`src/common/spwm_defs.vh`:
```
`ifndef SPWM_DEFS_VH
`define SPWM_DEFS_VH

// ----------------------------------------
// Register byte offsets
// ----------------------------------------
`define SPWM_CONTROL_OFS     12'h000
`define SPWM_PERIOD_OFS      12'h004
`define SPWM_DUTY_OFS        12'h008
`define SPWM_IRQ_STATUS_OFS  12'h00c
`define SPWM_IRQ_CLEAR_OFS   12'h010
`define SPWM_IRQ_ENABLE_OFS  12'h014

// ----------------------------------------
// Control field positions
// ----------------------------------------
`define SPWM_CTL_ON_BIT      7
`define SPWM_CTL_IE_BIT      6
`define SPWM_CTL_IF_BIT      5
`define SPWM_CTL_GATE_BIT    4
`define SPWM_CTL_POL_BIT     3
`define SPWM_CTL_DIV_HI      2
`define SPWM_CTL_DIV_LO      0

// ----------------------------------------
// Reset values and constants
// ----------------------------------------
`define SPWM_CONTROL_RST     8'h00
`define SPWM_PERIOD_RST      8'h00
`define SPWM_DUTY_RST        8'h00
`define SPWM_COUNT_START     8'h01
`define SPWM_IRQ_OVF_BIT     0

`endif

```
`src/hdl/spwm_core.v`:
```
`timescale 1ns/1ps
`include "spwm_defs.vh"

// Period counter with shadowed period and duty
module spwm_core #(
  parameter W = 8
) (
  // Clock and reset
  input  wire         pclk,
  input  wire         presetn,
  // Control
  input  wire         run,
  input  wire         start,
  input  wire         tick,
  input  wire [W-1:0] period_in,
  input  wire [W-1:0] duty_in,
  // State
  output reg  [W-1:0] count,
  output reg          active,
  output reg          ovf_pulse
);

  reg  [W-1:0] period_sh_reg;
  reg  [W-1:0] duty_sh_reg;
  wire [W-1:0] one;
  wire         wrap;
  wire [W-1:0] count_next;

  assign one        = {{(W-1){1'b0}}, 1'b1};
  assign wrap       = (count >= period_sh_reg);
  assign count_next = wrap ? one : count + one;

  // ----------------------------------------
  // Counter
  // ----------------------------------------
  always @(posedge pclk or negedge presetn) begin
    if (!presetn) begin
      count         <= {W{1'b0}};
      period_sh_reg <= {W{1'b0}};
      duty_sh_reg   <= {W{1'b0}};
      ovf_pulse     <= 1'b0;
    end else begin
      ovf_pulse <= 1'b0;
      if (start) begin
        count         <= one;
        period_sh_reg <= period_in;
        duty_sh_reg   <= duty_in;
      end else if (run && tick) begin
        count     <= count_next;
        ovf_pulse <= wrap;
        if (wrap) begin
          period_sh_reg <= period_in;
          duty_sh_reg   <= duty_in;
        end
      end
    end
  end

  // ----------------------------------------
  // Active interval
  // ----------------------------------------
  always @* begin
    if (duty_sh_reg == {W{1'b0}})
      active = 1'b0;
    else if (period_sh_reg <= duty_sh_reg)
      active = 1'b1;
    else
      active = (count <= duty_sh_reg);
  end

endmodule // spwm_core

```
`src/hdl/spwm_prescaler.v`:
```
`timescale 1ns/1ps
`include "spwm_defs.vh"

// Power-of-two divider giving a one-cycle tick per work clock
module spwm_prescaler #(
  parameter SEL_W = 3
) (
  // Clock and reset
  input  wire             pclk,
  input  wire             presetn,
  // Control
  input  wire             run,
  input  wire [SEL_W-1:0] div_sel,
  // Tick out
  output reg              tick
);

  localparam CNT_W = (1 << SEL_W) - 1;

  reg  [CNT_W-1:0] cnt_reg;
  wire [CNT_W-1:0] mask;

  assign mask = ({CNT_W{1'b1}} >> (CNT_W - div_sel)) & {CNT_W{1'b1}};

  // ----------------------------------------
  // Divider
  // ----------------------------------------
  // power-of-two divide
  always @(posedge pclk or negedge presetn) begin
    if (!presetn) begin
      cnt_reg <= {CNT_W{1'b0}};
      tick    <= 1'b0;
    end else if (!run) begin
      cnt_reg <= {CNT_W{1'b0}};
      tick    <= 1'b0;
    end else begin
      // Select change acts at once; mid-count glitch accepted
      if ((cnt_reg & mask) == mask) begin
        cnt_reg <= {CNT_W{1'b0}};
        tick    <= 1'b1;
      end else begin
        cnt_reg <= cnt_reg + {{(CNT_W-1){1'b0}}, 1'b1};
        tick    <= 1'b0;
      end
    end
  end

endmodule // spwm_prescaler

```
`src/hdl/spwm_top.v`:
```
// Functional notes
// - Clearing module enable stops the counter and turns the output off at once.
// - Setting module enable restarts the counter from value one.
// - The pin is driven only while both module enable and output gate are set.
// - The overflow flag is set only when the counter passes the period and stays until cleared.
// - The overflow interrupt request is raised by the control flag while its enable bit is one, or by the status bit while the enable register is one.
// - With the module on, counting and overflow continue with the output gate off.
// - Output gate changes act immediately.
// - Polarity zero drives high in the active interval, one drives low, acting at once.
// - The active interval lasts the duty count of work clocks in each period.
// - The three-bit divider select divides the clock by two to the power of its code.
// - Writes to the period register set the period; reads return the live counter.
// - Period not above duty gives full active; duty zero gives no active time.
`timescale 1ns/1ps
`include "spwm_defs.vh"

module spwm_top #(
  parameter W = 8
) (
  // APB clock and reset
  input  wire        pclk,
  input  wire        presetn,
  // APB slave
  input  wire        psel,
  input  wire        penable,
  input  wire        pwrite,
  input  wire [11:0] paddr,
  input  wire [31:0] pwdata,
  input  wire [3:0]  pstrb,
  output reg  [31:0] prdata,
  output reg         pready,
  output reg         pslverr,
  // Waveform pin
  output reg         pwm_out,
  output reg         pwm_oe,
  // Interrupt
  output reg         irq
);

  // ----------------------------------------
  // Registers
  // ----------------------------------------
  reg  [7:0]   control_reg;
  reg  [W-1:0] period_value_reg;
  reg  [W-1:0] duty_level_reg;
  reg          irq_status_reg;
  reg          irq_enable_reg;

  wire         module_on;
  wire         overflow_irq_enable;
  wire         output_gate;
  wire         polarity_select;
  wire [2:0]   clock_divider_select;

  assign module_on            = control_reg[`SPWM_CTL_ON_BIT];
  assign overflow_irq_enable  = control_reg[`SPWM_CTL_IE_BIT];
  assign output_gate          = control_reg[`SPWM_CTL_GATE_BIT];
  assign polarity_select      = control_reg[`SPWM_CTL_POL_BIT];
  assign clock_divider_select = control_reg[`SPWM_CTL_DIV_HI:`SPWM_CTL_DIV_LO];

  // ----------------------------------------
  // Bus decode
  // ----------------------------------------
  wire access;
  wire wr_en;
  wire rd_en;
  wire hit;

  // One wait state; writes land only on the ready edge, never twice
  assign access = psel && penable;
  assign wr_en  = access && pwrite && pstrb[0] && pready;
  assign rd_en  = access && !pwrite;
  assign hit    = (paddr == `SPWM_CONTROL_OFS)    || (paddr == `SPWM_PERIOD_OFS) ||
                  (paddr == `SPWM_DUTY_OFS)       || (paddr == `SPWM_IRQ_STATUS_OFS) ||
                  (paddr == `SPWM_IRQ_CLEAR_OFS)  || (paddr == `SPWM_IRQ_ENABLE_OFS);

  wire wr_ctl;
  wire wr_clr;

  assign wr_ctl = wr_en && (paddr == `SPWM_CONTROL_OFS);
  assign wr_clr = wr_en && (paddr == `SPWM_IRQ_CLEAR_OFS) && pwdata[`SPWM_IRQ_OVF_BIT];

  // ----------------------------------------
  // Enable edge
  // ----------------------------------------
  wire on_next;
  wire start;

  assign on_next = wr_ctl ? pwdata[`SPWM_CTL_ON_BIT] : module_on;
  assign start   = on_next && !module_on;

  // ----------------------------------------
  // Prescaler and counter
  // ----------------------------------------
  wire         tick;
  wire [W-1:0] count;
  wire         active;
  wire         ovf_pulse;

  spwm_prescaler #(
    .SEL_W   (3)
  ) u_presc (
    .pclk    (pclk),
    .presetn (presetn),
    .run     (module_on),
    .div_sel (clock_divider_select),
    .tick    (tick)
  );

  spwm_core #(
    .W         (W)
  ) u_core (
    .pclk      (pclk),
    .presetn   (presetn),
    .run       (on_next),
    .start     (start),
    .tick      (tick),
    .period_in (period_value_reg),
    .duty_in   (duty_level_reg),
    .count     (count),
    .active    (active),
    .ovf_pulse (ovf_pulse)
  );

  // ----------------------------------------
  // Control and data registers
  // ----------------------------------------
  reg flag_next;

  always @* begin
    flag_next = control_reg[`SPWM_CTL_IF_BIT];
    if (wr_ctl && !pwdata[`SPWM_CTL_IF_BIT])
      flag_next = 1'b0;
    if (ovf_pulse)
      flag_next = 1'b1;
  end

  always @(posedge pclk or negedge presetn) begin
    if (!presetn) begin
      control_reg      <= `SPWM_CONTROL_RST;
      period_value_reg <= `SPWM_PERIOD_RST;
      duty_level_reg   <= `SPWM_DUTY_RST;
      irq_enable_reg   <= 1'b0;
    end else begin
      if (wr_ctl) begin
        control_reg[7:6] <= pwdata[7:6];
        control_reg[4:0] <= pwdata[4:0];
      end
      control_reg[`SPWM_CTL_IF_BIT] <= flag_next;
      if (wr_en && (paddr == `SPWM_PERIOD_OFS))
        period_value_reg <= pwdata[W-1:0];
      if (wr_en && (paddr == `SPWM_DUTY_OFS))
        duty_level_reg <= pwdata[W-1:0];
      if (wr_en && (paddr == `SPWM_IRQ_ENABLE_OFS))
        irq_enable_reg <= pwdata[`SPWM_IRQ_OVF_BIT];
    end
  end

  // ----------------------------------------
  // Sticky status, write-one clear
  // ----------------------------------------
  always @(posedge pclk or negedge presetn) begin
    if (!presetn)
      irq_status_reg <= 1'b0;
    else if (ovf_pulse)
      irq_status_reg <= 1'b1;
    else if (wr_clr)
      irq_status_reg <= 1'b0;
  end

  // ----------------------------------------
  // Read path
  // ----------------------------------------
  reg [31:0] rdata_next;

  always @* begin
    rdata_next = 32'h0000_0000;
    case (paddr)
      `SPWM_CONTROL_OFS:    rdata_next[7:0]   = control_reg;
      `SPWM_PERIOD_OFS:     rdata_next[W-1:0] = count;
      `SPWM_DUTY_OFS:       rdata_next[W-1:0] = duty_level_reg;
      `SPWM_IRQ_STATUS_OFS: rdata_next[0]     = irq_status_reg;
      `SPWM_IRQ_ENABLE_OFS: rdata_next[0]     = irq_enable_reg;
      default:              rdata_next        = 32'h0000_0000;
    endcase
  end

  always @(posedge pclk or negedge presetn) begin
    if (!presetn) begin
      prdata  <= 32'h0000_0000;
      pready  <= 1'b0;
      pslverr <= 1'b0;
    end else begin
      // Registered answer: ready one cycle into access phase
      pready  <= psel && penable && !pready;
      pslverr <= psel && penable && !pready && !hit;
      if (rd_en && !pready)
        prdata <= rdata_next;
    end
  end

  // ----------------------------------------
  // Waveform and interrupt outputs
  // ----------------------------------------
  wire ctl_on_now;
  wire gate_now;
  wire pol_now;
  wire out_act;

  // Look ahead at the write so outputs still react in one cycle
  assign ctl_on_now = on_next;
  assign gate_now   = wr_ctl ? pwdata[`SPWM_CTL_GATE_BIT] : output_gate;
  assign pol_now    = wr_ctl ? pwdata[`SPWM_CTL_POL_BIT]  : polarity_select;
  assign out_act    = active && module_on && !start;

  always @(posedge pclk or negedge presetn) begin
    if (!presetn) begin
      pwm_out <= 1'b0;
      pwm_oe  <= 1'b0;
      irq     <= 1'b0;
    end else begin
      pwm_oe  <= ctl_on_now && gate_now;
      pwm_out <= (ctl_on_now && gate_now) ? (out_act ^ pol_now) : 1'b0;
      irq     <= (flag_next && (wr_ctl ? pwdata[`SPWM_CTL_IE_BIT] : overflow_irq_enable)) ||
                 ((ovf_pulse || (irq_status_reg && !wr_clr)) &&
                  (wr_en && (paddr == `SPWM_IRQ_ENABLE_OFS) ?
                   pwdata[`SPWM_IRQ_OVF_BIT] : irq_enable_reg));
    end
  end

endmodule // spwm_top

```
`config.mk`:
```
export PLATFORM = sky130hd
export DESIGN_NAME = spwm_top
export DESIGN_NICKNAME = d
export VERILOG_FILES = /design/src/hdl/spwm_core.v /design/src/hdl/spwm_prescaler.v /design/src/hdl/spwm_top.v
export VERILOG_INCLUDE_DIRS = /design/src /design/src/common
export SDC_FILE = /design/constraint.sdc
export NUM_CORES = 1
export LEC_CHECK = 0
export BUFFER_PORTS_ARGS = -buffer_cell sky130_fd_sc_hd__buf_2
export CAP_MARGIN = 25
export CELL_PAD_IN_SITES_DETAIL_PLACEMENT = 0
export CELL_PAD_IN_SITES_GLOBAL_PLACEMENT = 1
export CORE_MARGIN = 5
export CORE_UTILIZATION = 35
export CTS_CLUSTER_SIZE = 12
export DETAILED_ROUTE_END_ITERATION = 12
export PLACE_DENSITY = 0.8
export SYNTH_ARGS = -nofsm -noshare
export SYNTH_HDL_FRONTEND = slang
export SYNTH_SLANG_ARGS = --single-unit
```
`constraint.sdc`:
```
create_clock -name pclk -period 2.5 [get_ports pclk]
set_input_delay 0.25 -clock pclk [delete_from_list [all_inputs] [get_ports pclk]]
set_output_delay 0.25 -clock pclk [all_outputs]
set_load 0.02 [all_outputs]
```
==> metrics.txt, run 1 <==
reg2reg start u_core.period_sh_reg[3]; asr flop ratio synth 100%; H-tree levels 3; drt initial violations 262; chip width between 100 and 150 microns; die height between 100 and 150 microns; Post-synth top flop dfrtp_1; port buffer count 38; final setup margin 148 ps; Period minus WS final 2350 ps; power density over the cells 725 mW/mm^2; worst hold path type input pin to asynchronous set/reset pin; Mean Syn Cell Area 10.1 sq um; WP data arrival around 2600 ps; clk_skew 3.62 ps; Worst slew margin 39.2%; sequential-to-total area share from yosys stat 44.1%; Layout Nets 542; maximum vdd drop 0.405 mV; CP bufs+invs 2; pin slew with the least headroom to its limit 913 ps; clk_lat worst skew 330 ps; Max Clock Freq 0.425 GHz; cells after synthesis 406; Num CTS Buffers 9; # diodes 0; quantity of hold-fixing buffers added after cts 0; CTS tree yes; pin count of the biggest net entering global routing between 70 and 80; Seq cells post-synth 72; XOR/XNOR Fraction of Synth Area 1.07%; Adder-Cell Fraction of Synth Area 7.95%; CP required 2710 ps; most used cell, CP a21oi_1; Max FO, Critical Path 12; status finished clean; first-pass GRT wire length 15,900 microns; Ports 90; CTS sink cnt 72; Syn-to-layout area delta 16.9%; wire length per cell 16.1 microns; CP max-delay cell or4_1; Pre-Repair DR Iteration Count 4; worst reg-to-reg path cell count 9; RSZ-0062 raised after global routing false; Synth Warn # 0; CTS resizes 0; Slew Limit Fails 0; Crit. Startpoint u_core.period_sh_reg[3]; Clock transition at path regs approximately 60 ps; fin crit share a little over nine tenths; CP Capture Type flop; layout cells sized above 1 20.1%; initial antenna violation count 0; Synth Area in Compound Gates 12.0%; Unique masters post-synth 51; post-place setup slack 75.1 ps; gpl congestion around 0.85; Crit path largest cell delay 510 ps; All-Layer GR Usage 13.9%; number of flops mapped to enable cells by yosys 0; post-DR vias/cell 5.18; Setup Buffers After CTS 0; Setup crit start kind flop; CORE AREA 0.0114 sq mm; multiplexer share of the synthesized area between 10% and 20%; vias 3,168; synthesized area 0.00409 sq mm; final hold vios 0; TNS Setup 0 ps; final WL between 9000 and 10,000 microns; ANT nets after route 0; CP cell instances inv_1 -> ha_1 -> or4_1 -> a21oi_1 -> o31ai_2 -> nand2_1 -> a21oi_1 -> buf_6 -> mux2_1; global route overflow 0; setup slack, reg-to-reg 150 ps; final hold slack 122 ps; kind of critical path flop to flop; Die ar. 0.0139 sq mm; vias in the first global route slightly above 3,000; CTS root buffer clkbuf_16; placement row count 39; Initial Util 35.8%; leak pwr 2.34 nW; max cap viols 0; CP delay by family, top simple AND/OR/NAND/NOR gates; Synth Area in Simple Gates 16.3%; DP HPWL about 7500 microns; Residual DRC 0; largest family of logic cells by synthesized area simple AND/OR/NAND/NOR gates; Worst R2R End u_core.duty_sh_reg[6]; Final setup viols 0; Max Root-Sink Buffers 2
## routing by layer
| layer | global-route usage (%) | up-vias | wire (microns) |
|---|---|---|---|
| met5 | 0 | - | 0 |
| met4 | 3.30 | 0 | 63 |
| met3 | 3.56 | 8 | 699 |
| met2 | 22.1 | 94 | 4530 |
| met1 | 19.1 | 1541 | 4560 |
| li1 | - | 1525 | - |
## cells in the mapped netlist, types with 4 or more instances
library cell  number  share of area [%]
a21oi_1           19                2.3
and3_1             7                1.1
buf_4             26                4.8
clkbuf_1           7               0.64
dfrtp_1           72                 44
ha_1              26                8.0
inv_1             21                1.9
mux2_1            18                5.0
mux2_2            12                3.3
mux2i_1            6                1.5
nand2_1           41                3.8
nand3_1           21                2.6
nand4_1           11                1.7
nor2_1            24                2.2
nor2b_1            6               0.92
nor3_1             6               0.73
o21ai_0           14                1.7
o21ai_1            5               0.61
o31ai_2            5                1.5
xnor2_1            4               0.86
## cells in the final DEF, fill, tap and decap left out, types with 5 or more instances in the layout
cell type	count
dfrtp_1	72
nand2_1	41
buf_2	38
ha_1	26
nor2_1	24
conb_1	24
buf_4	22
inv_1	21
nand3_1	21
a21oi_1	19
mux2_1	18
o21ai_0	14
mux2_2	12
nand4_1	11
clkbuf_16	9
and3_1	7
nor3_1	6
mux2i_1	6
nor2b_1	6
o31ai_2	6
o21ai_1	5
## metrics by stage
step,utilization (%),cell area [sq um],instances,total power [W]
after global routing,41.9,4780,611,0.00364
after global placement,39.1,4460,595,0.00208
after CTS,41.8,4770,611,0.00348
after detailed placement,39.1,4460,595,0.00210
final,41.9,4780,611,0.00347
after floorplan,-,4180,429,0.00187
## logic make-up after synthesis
kind of cell    after synthesis
compound gates               72
xor+xnor                      5
fa+ha+maj                    26
buf+inv                      59
flops                        72
mux                          37
other cells                   1
simple gates                134
## layout make-up
cell class              count  area, sq um
repair buffers             61          367
clock inverters             3         65.1
well taps                 143          179
fillers                  1112         6640
multi-input cells         298         2040
flip-flops and latches     72         1800
inverters                  21         78.8
clock buffers              13          250
## power breakdown
part | total, W | internal, W | switching [W] | leakage (nW)
logic | 0.000763 | 0.000335 | 0.000427 | 1.23
registers | 0.00134 | 0.00125 | 0.0000876 | 0.958
clock network | 0.00137 | 0.000900 | 0.000470 | 0.154
## worst reg2reg max path: stages, from the launching register on
cell	delay, ps
dfrtp_1	400
inv_1	60
ha_1	190
or4_1	510
a21oi_1	220
o31ai_2	110
nand2_1	150
a21oi_1	100
buf_6	180
mux2_1	320
## worst max path at each step
stage	to	slack (ps)	depth (start not counted)
2_1_floorplan	u_core.duty_sh_reg[2]	100	8
3_3_place_gp	u_core.period_sh_reg[0]	120	9
3_5_place_dp	u_core.period_sh_reg[1]	80	9
4_1_cts	u_core.period_sh_reg[1]	50	9
5_1_grt	u_core.period_sh_reg[1]	20	9
6_report	u_core.duty_sh_reg[6]	150	9
(Power assumes the default switching activity.)
==> inputs of run 2 (changes only) <==
--- a/config.mk
+++ b/config.mk
@@ -14,7 +14,9 @@
 export CORE_UTILIZATION = 35
 export CTS_CLUSTER_SIZE = 12
 export DETAILED_ROUTE_END_ITERATION = 12
+export MAX_ROUTING_LAYER = met4
 export PLACE_DENSITY = 0.8
+export SETUP_SLACK_MARGIN = 0.4
 export SYNTH_ARGS = -nofsm -noshare
 export SYNTH_HDL_FRONTEND = slang
 export SYNTH_SLANG_ARGS = --single-unit
==> run 2 against run 1 <==
Global-route usage rose by 1.6 points. First-iteration DRC count fell by 6.9%. Final cell count rose by 2.8%. Register-to-register slack improved by 140 ps. Largest cell class unchanged.
==> metrics.txt, run 2 (same netlist as run 1, synthesis figures left out) <==
wire length per cell 16.8 microns (+4.1%); global route overflow 0 (unchanged); Ports 90 (unchanged); Max FO, Critical Path 6 (-6); Setup crit start kind flop; Slew Limit Fails 0 (unchanged); Residual DRC 0 (unchanged); post-place setup slack 190 ps (+115 ps); gpl congestion 0.864 (+1.4%); CP Capture Type flop; CP required 2710 ps (about the same); Area after DPL 0.00457 sq mm (+2.5%); Num CTS Buffers 9 (unchanged); worst hold path type input pin to flop; max cap viols 0 (unchanged); placement row count 39 (unchanged); final WL 10,500 microns (+7.0%); Final Cell Area 0.00510 sq mm (+6.6%); Syn-to-layout area delta 24.7%; WP data arrival 2420 ps (-140 ps); CTS root buffer clkbuf_16; Initial Util 35.8% (unchanged); fin crit share 88.4% (-5.7 points); All-Layer GR Usage 15.5% (+1.6 points); worst reg-to-reg path cell count 9 (unchanged); H-tree levels 3 (unchanged); CORE AREA 0.0114 sq mm (unchanged); port buffer count 38 (unchanged); Min-Delay Path Depth 2; final setup margin 290 ps (+142 ps); kind of critical path flop to flop; Period minus WS final 2210 ps (-142 ps); most common cell after layout, fill and taps aside dfrtp_1; first-pass GRT wire length 17,300 microns (+8.4%); layout filler cell count 1,075 (-3.3%); Pre-Repair DR Iteration Count 5 (+1); post-DR vias/cell 5.20 (+0.21%); die height 118 microns (unchanged); TNS Setup 0 ps (unchanged); Final setup viols 0 (unchanged); leak pwr 2.44 nW (+4.3%); final hold slack 167 ps (+44.7 ps); Die ar. 0.0139 sq mm (unchanged); clk_lat worst skew 330 ps (about the same); CTS tree yes; layout cells sized above 1 29.9% (+9.8 points); drt initial violations 244 (-6.9%); ANT nets after route 0 (unchanged); reg2reg start u_core.period_sh_reg[3]; DP HPWL 7780 microns (+4.0%); chip width 118 microns (unchanged); Clock transition at path regs 60 ps (about the same); maximum vdd drop 0.364 mV (-10%); power density over the cells 686 mW/mm^2 (-5.4%); vias 3,263 (+3.0%); CTS sink cnt 72 (unchanged); final hold vios 0 (unchanged); clk_skew 3.67 ps (+0.0448 ps); most used cell, CP a21oi_4; commonest cells after routing, fill and taps aside dfrtp_1 (68), nand2_1 (40), buf_2 (38); vias in the first global route 3,383 (+9.7%); Levels on crit path 9 (unchanged); # diodes 0 (unchanged); Crit path largest cell delay 540 ps (+30 ps); Max Clock Freq 0.453 GHz (+6.4%); CP delay by family, top simple AND/OR/NAND/NOR gates; CP cell instances inv_2 -> ha_4 -> or4_4 -> a21oi_4 -> o31ai_4 -> nand2_2 -> a21oi_4 -> clkbuf_16 -> mux2_4; Hold Startpoint pwdata[3]; Crit. Startpoint u_core.period_sh_reg[3]; CP bufs+invs 2 (unchanged); initial antenna violation count 0 (unchanged); utilization after layout 44.7% (+2.8 points); CP max-delay cell or4_4; Layout Nets 559 (+3.1%); Max Root-Sink Buffers 2 (unchanged); pin count of the biggest net entering global routing 22 (-70%); RSZ-0062 raised after global routing true; status finished clean
-- run 2: changes by cell type in the layout (fill, tap and decap cells not counted), sizes merged --
cell,change
clkinvlp,+1
dlygate4sd3,+1
buf,+15
bufinv,-1
clkbuf,-1
clkinv,+2
-- run 2: what timing repair did --
| action | in CTS | in global routing |
|---|---|---|
| buffers inserted | 6 | 9 |
| hold buffers | 1 | 0 |
| endpoints found under the hold margin | 16 | 0 |
| cloned | 0 | 1 |
| resized for setup | 7 | 11 |
| endpoints found under the setup margin | 20 | 25 |
| pin swaps | 2 | 9 |
-- run 2: metal layers --
metal  part of all wire, %  GRT usage, %  up-vias  wire, microns
li1                      -             -     1552              -
met1                    46          21.0     1600           4830
met2                    47          24.0      105           4990
met3                   6.4          3.12        6            674
met4                  0.47          3.30        0             50
met5                     0             -        -              0
-- run 2: layout make-up --
class	count	area [sq um]	area share (%)
Clock buffer	11	243	4.76
Clock inverter	5	56.3	1.10
Tap cell	143	179	3.51
Multi-Input combinational cell	298	2200	43.1
Timing Repair Buffer	78	538	10.6
Sequential cell	72	1810	35.4
Inverter	21	78.8	1.55
-- run 2: worst paths after layout --
kind / slack, ps / to
worst max-delay path: 290 / u_core.period_sh_reg[6]
worst min-delay path: 170 / period_value_reg[3]
worst max register to register: 290 / u_core.period_sh_reg[6]
worst min register to register: 470 / prdata[1]
max in group asynchronous: 1460 / duty_level_reg[5]
min in group asynchronous: 400 / u_core.count[6]
-- run 2: where the power goes --
part | internal, W | leakage [nW] | switching, W
Combinational | 0.000393 | 1.34 | 0.000474
Sequential | 0.00125 | 0.951 | 0.0000980
Clock | 0.000798 | 0.145 | 0.000484
-- run 2: through the flow --
stage                     std cells  total power [W]
final                           628          0.00350
after global routing            628          0.00368
after floorplan                 429          0.00190
after global placement          595          0.00211
after CTS                       618          0.00347
after detailed placement        595          0.00214
==> inputs of run 3 (changes only) <==
--- a/config.mk
+++ b/config.mk
@@ -11,11 +11,12 @@
 export CELL_PAD_IN_SITES_DETAIL_PLACEMENT = 0
 export CELL_PAD_IN_SITES_GLOBAL_PLACEMENT = 1
 export CORE_MARGIN = 5
-export CORE_UTILIZATION = 35
+export CORE_UTILIZATION = 38
 export CTS_CLUSTER_SIZE = 12
 export DETAILED_ROUTE_END_ITERATION = 12
 export MAX_ROUTING_LAYER = met4
-export PLACE_DENSITY = 0.8
+export PLACE_DENSITY = 0.85
+export REMOVE_ABC_BUFFERS = 1
 export SETUP_SLACK_MARGIN = 0.4
 export SYNTH_ARGS = -nofsm -noshare
 export SYNTH_HDL_FRONTEND = slang
==> run 3 against run 2 <==
Critical path depth down 1. Clock skew up 3.0 ps. Final cell count down 2.1%. Via count up 0.55%. Register-to-register slack worse by 20 ps. Worst hold slack worse by 56 ps. Non-clock buffer count down 3. Die area down 7.2%. Core utilization up 2.6 points. Worst setup slack worse by 18 ps. Sequential share of layout area up 1.1 points. Global-route usage up 0.93 points. Critical path type unchanged. Critical endpoint is now u_core.duty_sh_reg[2]. Highest routed layer unchanged.
==> metrics.txt, run 3 (same netlist as run 1, synthesis figures left out) <==
status finished clean; Period minus WS final 2230 ps (+18.2 ps); Ports 90 (unchanged); Num CTS Buffers 9 (unchanged); maximum vdd drop 0.456 mV (+25%); Crit path largest cell delay 540 ps (about the same); Max Root-Sink Buffers 2 (unchanged); Area after DPL 0.00444 sq mm (-3.0%); Final Power 0.00308 W (-12%); max cap viols 0 (unchanged); CORE AREA 0.0104 sq mm (-8.8%); vias 3,281 (+0.55%); H-tree levels 3 (unchanged); WP data arrival 2450 ps (+30 ps); TNS Setup 0 ps (unchanged); wire length per cell 16.7 microns (-0.56%); initial antenna violation count 0 (unchanged); commonest cells after routing, fill and taps aside dfrtp_1 (72), nand2_1 (40), buf_2 (38); die height 114 microns (-3.7%); gpl congestion 0.808 (-6.5%); Post-Layout Cell Count 615 (-2.1%); leak pwr 2.37 nW (-3.0%); CP cell instances ha_4 -> or4_4 -> a21oi_4 -> o31ai_4 -> nand2_2 -> a21oi_4 -> buf_8 -> mux2_4; Final Cell Area 0.00493 sq mm (-3.4%); Final setup viols 0 (unchanged); # diodes 0 (unchanged); final WL 10,300 microns (-2.6%); DP HPWL 7260 microns (-6.6%); Slew Limit Fails 0 (unchanged); worst reg-to-reg path cell count 8 (-1); CP max-delay cell or4_4; power density over the cells 625 mW/mm^2 (-8.8%); final hold vios 0 (unchanged); post-DR vias/cell 5.33 (+2.7%); pin slew with the least headroom to its limit 914 ps; Levels on crit path 8 (-1); clk_lat worst skew 340 ps (about the same); most common cell after layout, fill and taps aside dfrtp_1; Initial Util 39.3% (+3.4 points); Pre-Repair DR Iteration Count 5 (unchanged); CP delay by family, top simple AND/OR/NAND/NOR gates; Clock transition at path regs 70 ps (about the same); first-pass GRT wire length 16,300 microns (-5.5%); pin count of the biggest net entering global routing 73 (+230%); Residual DRC 0 (unchanged); vias in the first global route 3,210 (-5.1%); Placed Instances 586 (-1.5%); Syn-to-layout area delta 20.4%; chip width 114 microns (-3.7%); CTS sink cnt 72 (unchanged); Worst slew margin 39.1%; Setup crit start kind flop; fin crit share 89.1% (+0.73 points); layout cells sized above 1 28.6% (-1.3 points); port buffer count 38 (unchanged); kind of critical path flop to flop; Layout Nets 556 (-0.54%); CTS root buffer clkbuf_8; CP Capture Type flop; drt initial violations 236 (-3.3%); CP bufs+invs 1 (-1); global route overflow 0 (unchanged); Max FO, Critical Path 6 (unchanged); RSZ-0062 raised after global routing true; All-Layer GR Usage 16.4% (+0.93 points); placement row count 37 (-5.1%); Die ar. 0.0129 sq mm (-7.2%); worst hold path type input pin to asynchronous set/reset pin; ANT nets after route 0 (unchanged); Max Clock Freq 0.449 GHz (-0.82%); CP required 2720 ps (about the same); most used cell, CP a21oi_4; CTS tree yes; clk_skew 6.69 ps (+3.02 ps)
[run 3: cell types whose count changed in the layout (fill, tap and decap cells not counted), moves of 3 or more]
| cell | previous run | this run |
|---|---|---|
| o31ai_4 | 1 | 4 |
| dfrtp_1 | 68 | 72 |
| clkbuf_8 | 1 | 11 |
| dfrtp_2 | 4 | 0 |
| o31ai_2 | 6 | 3 |
| clkbuf_16 | 10 | 0 |
[run 3: worst register-to-register path: stages (launching register included)]
cell	delay [ps]
dfrtp_1	420
ha_4	180
or4_4	540
a21oi_4	180
o31ai_4	110
nand2_2	140
a21oi_4	90
buf_8	160
mux2_4	300
[run 3: final timing paths]
| path | startpoint | to | slack, ps |
|---|---|---|---|
| worst max-delay path | u_core.count[4] | u_core.duty_sh_reg[2] | 270 |
| worst min-delay path | presetn | u_core.count[6] | 110 |
| worst max register to register | u_core.count[4] | u_core.duty_sh_reg[2] | 270 |
| worst min register to register | u_core.ovf_pulse | irq_status_reg | 470 |
| max in group asynchronous | presetn | u_core.duty_sh_reg[2] | 1780 |
| min in group pclk | pwdata[1] | control_reg[1] | 140 |
[run 3: power by group]
part	internal [W]	switching [W]	total (W)
Clock	0.000397	0.000401	0.000798
Combinational	0.000422	0.000521	0.000944
Sequential	0.00125	0.0000912	0.00134
[run 3: routing by layer]
layer	track usage (%)	up-vias	routed length, microns
met3	4.46	23	783
met5	-	-	0
met1	22.0	1595	4510
met4	5.61	0	266
met2	24.0	124	4710
li1	-	1539	-
[run 3: final cells by class]
cell class | count | area, sq um
repair buffers | 75 | 487
inverters | 21 | 78.8
fillers | 975 | 5490
clock inverters | 1 | 5.00
well taps | 136 | 170
multi-input cells | 298 | 2230
flip-flops and latches | 72 | 1800
clock buffers | 12 | 155
[run 3: stage by stage]
step	hold slack, ps	worst slack, ps	util, %
finish	111	272	47.3
global route	153	225	47.3
CTS	133	333	46.3
detailed placement	454	145	42.6
global placement	458	215	42.6
floorplan	-45.6	-222	-
[run 3: what timing repair did]
item | 4_1_cts | 5_1_grt
gates cloned | 1 | 0
setup endpoints to repair | 21 | 33
resized for setup | 29 | 17
hold buffers | 0 | 0
hold endpoints to repair | 0 | 0
buffers inserted | 11 | 4
pin swaps | 10 | 10
